## config.mk

```make
export PLATFORM = sky130hd
export DESIGN_NAME = tss_slave
export DESIGN_NICKNAME = d
export VERILOG_FILES = /design/src/rtl/tss_pkg.sv /design/src/rtl/tss_slave.sv
export SDC_FILE = /design/constraint.sdc
export NUM_CORES = 1
export LEC_CHECK = 0
export CELL_PAD_IN_SITES_DETAIL_PLACEMENT = 1
export CELL_PAD_IN_SITES_GLOBAL_PLACEMENT = 2
export CORE_MARGIN = 3
export CORE_UTILIZATION = 40
export DETAILED_ROUTE_END_ITERATION = 8
export DONT_BUFFER_PORTS = 1
export PLACE_DENSITY_LB_ADDON = 0.1
export SLEW_MARGIN = 20
export SYNTH_ARGS = -nofsm -noshare
export SYNTH_HDL_FRONTEND = slang
export SYNTH_SLANG_ARGS = --single-unit
```

## constraint.sdc

```tcl
create_clock -name i_ref_clk -period 2.3 [get_ports i_ref_clk]
set_clock_uncertainty 0.1 [all_clocks]
set_input_delay 0.115 -clock i_ref_clk [delete_from_list [all_inputs] [get_ports i_ref_clk]]
set_output_delay 0.115 -clock i_ref_clk [all_outputs]
set_load 0.01 [all_outputs]
```

## src/rtl/tss_pkg.sv

```systemverilog
// Constants for the temperature sensor serial slave.
package tss_pkg;
   localparam logic [6:0]  TSS_DEFAULT_ADDR   = 7'h4d;
   localparam logic [7:0]  TSS_CMD_TEMP       = 8'h00;
   localparam logic [7:0]  TSS_CMD_CONFIG     = 8'h01;
   localparam int          TSS_CFG_STBY_BIT   = 7;
   localparam int          TSS_CFG_RDY_BIT    = 6;
   localparam logic [7:0]  TSS_CFG_RESET      = 8'h00;
   localparam logic [7:0]  TSS_TEMP_RESET     = 8'h00;
   localparam int          TSS_CLK_HZ         = 50000000;
   localparam int          TSS_CONV_PERIOD_MS = 125;
   localparam int          TSS_FIRST_READY_MS = 250;
   localparam int          TSS_CONV_CYCLES    = TSS_CLK_HZ / 1000 * TSS_CONV_PERIOD_MS;
   localparam int          TSS_READY_CYCLES   = TSS_CLK_HZ / 1000 * TSS_FIRST_READY_MS;
   localparam int          TSS_BIT_NUM_W      = 4;
   localparam logic [3:0]  TSS_ACK_BIT        = 4'h8;
   typedef enum logic [2:0] {
      TSS_IDLE = 3'b000,
      TSS_ADDR = 3'b001,
      TSS_WCMD = 3'b010,
      TSS_WDAT = 3'b011,
      TSS_RDAT = 3'b100
   } tss_state_type;
endpackage

```

## src/rtl/tss_slave.sv

```systemverilog
// Two-wire temperature sensor slave with standby control and converter timing.
`timescale 1ns/1ps
// Function
// - Answer default seven-bit address 1001101.
// - Respond only to the one configured address.
// - Config bit one selects standby, zero normal.
// - Standby stops converter, freezes result register.
// - Serial port works fully during standby.
// - Completed conversion stored in readable result.
// - Result readable any time without waiting.
// - First valid result ready within 250 ms.
// - Host clock samples and shifts all bits.
// - Data line bidirectional, released when idle.
// - Acknowledge only own address, else silent.
// - Eighth address bit: one read, zero write.
// - Ninth clock: receiver pulls data low.
// - Bytes shifted most significant bit first.
module tss_slave import tss_pkg::*; #(
   parameter logic [6:0] SLAVE_ADDR    = TSS_DEFAULT_ADDR,
   parameter int         CONV_CYCLES   = TSS_CONV_CYCLES,
   parameter int         READY_CYCLES  = TSS_READY_CYCLES
) (
   // Clock and reset.
   input  wire logic       i_ref_clk,
   input  wire logic       i_rst_n,
   // Two-wire serial link.
   input  wire logic       i_scl,
   input  wire logic       i_sda,
   output logic            o_sda,
   output logic            o_sda_oe,
   // Sensing element sample.
   input  wire logic [7:0] i_temp_sample,
   // Status.
   output logic            o_data_ready,
   output logic            o_standby
);
   ////////////////////////////////////////////////////////////////////////////////
   // Input synchronisers; the second stage and the delayed copy behind it are read.
   logic [1:0] scl_sync_reg;
   logic [1:0] sda_sync_reg;
   logic       scl_q_reg;
   logic       sda_q_reg;
   always_ff @(posedge i_ref_clk) begin
      if (!i_rst_n) begin
         scl_sync_reg <= 2'h3;
         sda_sync_reg <= 2'h3;
         scl_q_reg    <= 1'b1;
         sda_q_reg    <= 1'b1;
      end else begin
         scl_sync_reg <= {scl_sync_reg[0], i_scl};
         sda_sync_reg <= {sda_sync_reg[0], i_sda};
         scl_q_reg    <= scl_sync_reg[1];
         sda_q_reg    <= sda_sync_reg[1];
      end
   end

   // Edge and bus condition decode on the settled levels.
   wire scl_now   = scl_sync_reg[1];
   wire sda_now   = sda_sync_reg[1];
   wire scl_rise  = scl_now & ~scl_q_reg;
   wire scl_fall  = ~scl_now & scl_q_reg;
   wire start_det = scl_now & scl_q_reg & sda_q_reg & ~sda_now;
   wire stop_det  = scl_now & scl_q_reg & ~sda_q_reg & sda_now;

   ////////////////////////////////////////////////////////////////////////////////
   // Byte engine state.
   tss_state_type    state_reg;
   tss_state_type    state_next;
   logic [3:0]       bit_reg;
   logic [7:0]       shift_reg;
   logic [7:0]       cmd_reg;
   logic [7:0]       cfg_reg;
   logic [7:0]       temp_reg;
   logic             ack_drive_reg;
   logic             host_nack_reg;
   logic             sda_oe_reg;
   logic             ready_reg;
   logic [31:0]      conv_cnt_reg;

   wire       at_ack     = (bit_reg == TSS_ACK_BIT);
   wire [7:0] shift_in   = {shift_reg[6:0], sda_now};
   wire       addr_match = (shift_reg[7:1] == SLAVE_ADDR);
   wire       addr_read  = shift_reg[0];
   wire       standby    = cfg_reg[TSS_CFG_STBY_BIT];
   wire [7:0] cfg_view   = {standby, ready_reg, 6'h00};
   wire [7:0] read_sel   = (cmd_reg == TSS_CMD_CONFIG) ? cfg_view : temp_reg;
   // A received byte finishes on the falling edge that opens the ack slot.
   wire       byte_done  = scl_fall & (bit_reg == 4'h7);
   wire       ack_done   = scl_fall & at_ack;

   // Next state is taken at the end of each acknowledge clock.
   always_comb begin
      state_next = state_reg;
      if (ack_done) begin
         unique case (state_reg)
            TSS_IDLE: state_next = TSS_IDLE;
            TSS_ADDR: state_next = !ack_drive_reg ? TSS_IDLE :
                                   (addr_read ? TSS_RDAT : TSS_WCMD);
            TSS_WCMD: state_next = TSS_WDAT;
            TSS_WDAT: state_next = TSS_WDAT;
            TSS_RDAT: state_next = host_nack_reg ? TSS_IDLE : TSS_RDAT;
         endcase
      end
   end

   // Bit counter and receive shifter; counts on falling edges of the host clock, shifts on rising edges.
   always_ff @(posedge i_ref_clk) begin
      if (!i_rst_n) begin
         bit_reg   <= 4'h0;
         shift_reg <= 8'h00;
         state_reg <= TSS_IDLE;
      end else if (start_det) begin
         // The clock fall that closes the start wraps this count to zero, so that
         // fall is not taken for the end of the first address bit.
         bit_reg   <= 4'hf;
         state_reg <= TSS_ADDR;
      end else if (stop_det) begin
         state_reg <= TSS_IDLE;
      end else begin
         state_reg <= state_next;
         if (scl_rise && !at_ack && state_reg != TSS_RDAT) begin
            shift_reg <= shift_in;
         end
         if (scl_fall) begin
            bit_reg <= at_ack ? 4'h0 : bit_reg + 4'h1;
         end
      end
   end

   // Host acknowledge sampled on the ninth rising edge of a read byte.
   always_ff @(posedge i_ref_clk) begin
      if (!i_rst_n) begin
         host_nack_reg <= 1'b0;
      end else if (scl_rise && at_ack) begin
         host_nack_reg <= sda_now;
      end
   end

   // Acknowledge decision, made as the eighth bit completes.
   always_ff @(posedge i_ref_clk) begin
      if (!i_rst_n || start_det || stop_det) begin
         ack_drive_reg <= 1'b0;
      end else if (byte_done) begin
         ack_drive_reg <= (state_reg == TSS_ADDR) ? addr_match :
                          (state_reg == TSS_WCMD || state_reg == TSS_WDAT);
      end else if (ack_done) begin
         ack_drive_reg <= 1'b0;
      end
   end

   // Command and configuration writes; both work in standby as well.
   always_ff @(posedge i_ref_clk) begin
      if (!i_rst_n) begin
         cmd_reg <= TSS_CMD_TEMP;
         cfg_reg <= TSS_CFG_RESET;
      end else if (byte_done && state_reg == TSS_WCMD) begin
         cmd_reg <= shift_reg;
      end else if (byte_done && state_reg == TSS_WDAT && cmd_reg == TSS_CMD_CONFIG) begin
         cfg_reg <= {shift_reg[TSS_CFG_STBY_BIT], 7'h00};
      end
   end

   ////////////////////////////////////////////////////////////////////////////////
   // Transmit: the line is only ever pulled low, released for a one.
   // Data bits change on falling edges so they are stable while the clock is high.
   logic [7:0] tx_reg;
   always_ff @(posedge i_ref_clk) begin
      if (!i_rst_n || start_det || stop_det) begin
         sda_oe_reg <= 1'b0;
         tx_reg     <= 8'h00;
      end else if (byte_done) begin
         // Same decision as the acknowledge flag, so an idle slave never answers.
         sda_oe_reg <= (state_reg == TSS_ADDR) ? addr_match :
                       (state_reg == TSS_WCMD || state_reg == TSS_WDAT);
         tx_reg     <= read_sel;
      end else if (ack_done) begin
         if (state_next == TSS_RDAT) begin
            sda_oe_reg <= ~tx_reg[7];
            tx_reg     <= {tx_reg[6:0], 1'b0};
         end else begin
            sda_oe_reg <= 1'b0;
         end
      end else if (scl_fall && state_reg == TSS_RDAT) begin
         sda_oe_reg <= (bit_reg == 4'h7) ? 1'b0 : ~tx_reg[7];
         tx_reg     <= {tx_reg[6:0], 1'b0};
      end
   end

   ////////////////////////////////////////////////////////////////////////////////
   // Converter timing: first result at the ready time, then one per period.
   always_ff @(posedge i_ref_clk) begin
      if (!i_rst_n) begin
         conv_cnt_reg <= 32'h0;
         ready_reg    <= 1'b0;
         temp_reg     <= TSS_TEMP_RESET;
      end else if (!standby) begin
         if (conv_cnt_reg == 32'(ready_reg ? CONV_CYCLES - 1 : READY_CYCLES - 1)) begin
            conv_cnt_reg <= 32'h0;
            ready_reg    <= 1'b1;
            temp_reg     <= i_temp_sample;
         end else begin
            conv_cnt_reg <= conv_cnt_reg + 32'h1;
         end
      end
   end

   // Registered outputs.
   always_ff @(posedge i_ref_clk) begin
      if (!i_rst_n) begin
         o_sda_oe     <= 1'b0;
         o_sda        <= 1'b0;
         o_data_ready <= 1'b0;
         o_standby    <= 1'b0;
      end else begin
         o_sda_oe     <= sda_oe_reg;
         o_sda        <= 1'b0;
         o_data_ready <= ready_reg;
         o_standby    <= standby;
      end
   end
endmodule

```

==> flow_summary.ini <==
[routing]
drt_iter0_markers = 108
drtPass1Iterations = 4
ant_nets = 0
wl_um = 8681
viasPerCell = 5.163
drc = 0
vias = 2907
top_layer = met4
wirelength_met1_um = 4561
met3_length_um = 203
met2_length_um = 3843
wl_per_cell_um = 15.42

[cts]
cts_sinks = 85
cts_tree = done
cts_buffers = 9
cts_root_buf = clkbuf_8
postCtsResizedCells = 0
htree_levels = 3
clk_pin_slew_worst_paths_ns = 0.09
clk_latency_ns = 0.36
clock_path_buffers = 2

[power_and_ir_drop]
power.total_w = 0.002792
ir_worst_vdd_mv = 0.2855
p_leak_nw = 1.529
power_density_nw_per_um2 = 631.2

[setup_path]
crit_cells = 7
critical_path_buf_inv_count = 1
worst-r2r-cell-count = 7
crit_arrival_ns = 2.18
cp_cell_sequence = ha_1 > nor4b_1 > nand4b_1 > nor4_2 > buf_4 > mux2i_1 > nor2b_1
path_max_fanout = 9
max_stage_delay_ns = 0.40
critPathSlowestCell = dfxtp_1
start_kind = register
cp.required_ns = 2.44
cp-end-kind = register
critPathKind = register to register
cp_top_family = simple AND/OR/NAND/NOR gates

[sta]
fin_setup_tns_ns = 0
fmax_mhz = 490.0
rsz0062_at_grt = false
finalMaxSlewViolations = 0
slew_headroom = 0.6651
worst_slew_pin_slew_ns = 0.4979
hold_violations = 0
fin_crit_ns = 2.041
min_period_over_period = 0.8874
setup_viol = 0

[placed_design]
place_hpwl_um = 6138
port_buffers = 0
gp_congestion = 0.7378

[synth]
yosys_warnings = 0
yosysMostFrequentCell = dfxtp_1
synth-async-reset-ratio = 0
synth-seq-cells = 85
yosys.area.top_type = dfxtp_1
synth_cell_types = 62
synth_compound_area_frac = 0.08374
synth_area_um2 = 3855
synth-main-ff-cell = dfxtp_1
synth_simple_gate_area_frac = 0.2931
synthAdderAreaFrac = 0.009737
synth-edff-count = 0
syn_nets = 420
synthMuxAreaShare = 0.07595
synth_top_family_by_area = simple AND/OR/NAND/NOR gates
yosysSeqAreaShare = 0.4414
synth_common_cells = 85 x dfxtp_1, 39 x nor2_1, 33 x nor2b_1
synthCells = 405
synth_top_area_share = 0.4414
synthTopCellsByArea = dfxtp_1 44%, mux2i_1 7.0%, nor2b_1 5.4%, xor2_1 4.8%, nor2_1 3.8%
synth-xor-area-share = 0.06589
synth.avg_cell_area_um2 = 9.518

[global_route]
grt_usage = 0.1724
antenna_found_initial = 0
grt_pass1_vias = 3025
grt-ovfl-total = 0
grt_max_degree = 43
grt_pass1_wl_um = 15290

[floorplanning]
die_w_um = 104.2
die-area_um2 = 10850
initial_utilization = 0.4152
core.rowCount = 35
die_h_um = 104.2
ios = 16
fp.coreArea_um2 = 9284

[layout]
area_growth_pct = 14.74
antenna_cells = 0
drive_gt1_frac = 0.1198
nFillCells = 1067
largest_reg_flops = 32
fin_nets = 444

[worst_hold_path]
min_path_type = input pin to register
worstHoldPathCells = 3

[job]
drv_cap = 0

[outcome]
status = completed
where the power goes:
| part | switching (W) | leakage (nW) | total (W) | internal [W] |
|---|---|---|---|---|
| clock | 0.000544 | 0.104 | 0.00116 | 0.000617 |
| sequential | 0.0000203 | 0.687 | 0.00151 | 0.00149 |
| combinational | 0.0000615 | 0.738 | 0.000123 | 0.0000613 |
| total | 0.000625 | 1.53 | 0.00279 | 0.00217 |
routing by layer:
layer	vias up	global-route usage
met3	5	0.03911
met1	1401	0.2465
met4	0	0.04274
met2	31	0.2632
li1	1470	-
met5	-	0
layout by cell type, fill, tap and decap left out, drive strengths merged, types with 6 or more instances in the layout:
| cell type | count |
|---|---|
| dfxtp | 85 |
| nor2 | 40 |
| nor2b | 33 |
| mux2i | 27 |
| nand2 | 21 |
| xor2 | 21 |
| buf | 18 |
| a21oi | 17 |
| nand3 | 16 |
| dlygate4sd3 | 11 |
| nand4 | 11 |
| clkbuf | 11 |
| nand2b | 10 |
| nor3 | 10 |
| xnor2 | 8 |
| inv | 7 |
| o21ai | 7 |
| nor4 | 7 |
| nand4b | 6 |
what timing repair did:
item                                   4_1_cts  5_1_grt
hold buffers                                12        0
endpoints found under the hold margin       42        0
buffers inserted                             0        0
layout make-up:
type / count / area [µm²] / area share
clock inverter: 5 / 85.08 / 0.01924
multi-input combinational: 297 / 2047 / 0.4628
timing repair buffer: 29 / 270.3 / 0.06110
tap: 129 / 161.4 / 0.03649
sequential: 85 / 1702 / 0.3847
inverter: 7 / 26.28 / 0.005941
clock buffer: 11 / 131.4 / 0.02970
logic make-up after synthesis:
| family | after synthesis |
|---|---|
| XOR/XNOR | 29 |
| other | 1 |
| AO/OA/AOI/OAI | 48 |
| flip-flops | 85 |
| multiplexers | 29 |
| buffers and inverters | 23 |
| AND/OR/NAND/NOR | 187 |
| adder cells (fa/ha/maj) | 3 |
final timing paths:
kind                    from              end  slack (ns)
max reg2reg  conv_cnt_reg[0]      temp_reg[1]        0.26
min reg2reg  sda_sync_reg[0]  sda_sync_reg[1]        0.32
max          conv_cnt_reg[0]      temp_reg[1]        0.26
min                  i_rst_n        tx_reg[6]        0.04
worst min-delay path: stages:
cell and delay [ns]:
o21ai_0 0.08, buf_4 0.20, a21oi_1 0.05
metrics by stage:
| step | std cells | util | hold slack [ns] | area [µm²] | worst slack [ns] |
|---|---|---|---|---|---|
| 6_report | 563 | 0.4764 | 0.03990 | 4423 | 0.2590 |
| 5_1_grt | 563 | 0.4764 | 0.03780 | 4423 | 0.05436 |
| 4_1_cts | 563 | 0.4764 | 0.02532 | 4423 | 0.2337 |
| 3_5_place_dp | 535 | 0.4391 | 0.09497 | 4076 | 0.2565 |
| 3_3_place_gp | 535 | 0.4391 | 0.09176 | 4076 | 0.3227 |
| 2_1_floorplan | 405 | - | 0.08804 | 3855 | 0.3726 |
(Power assumes the default switching activity.)
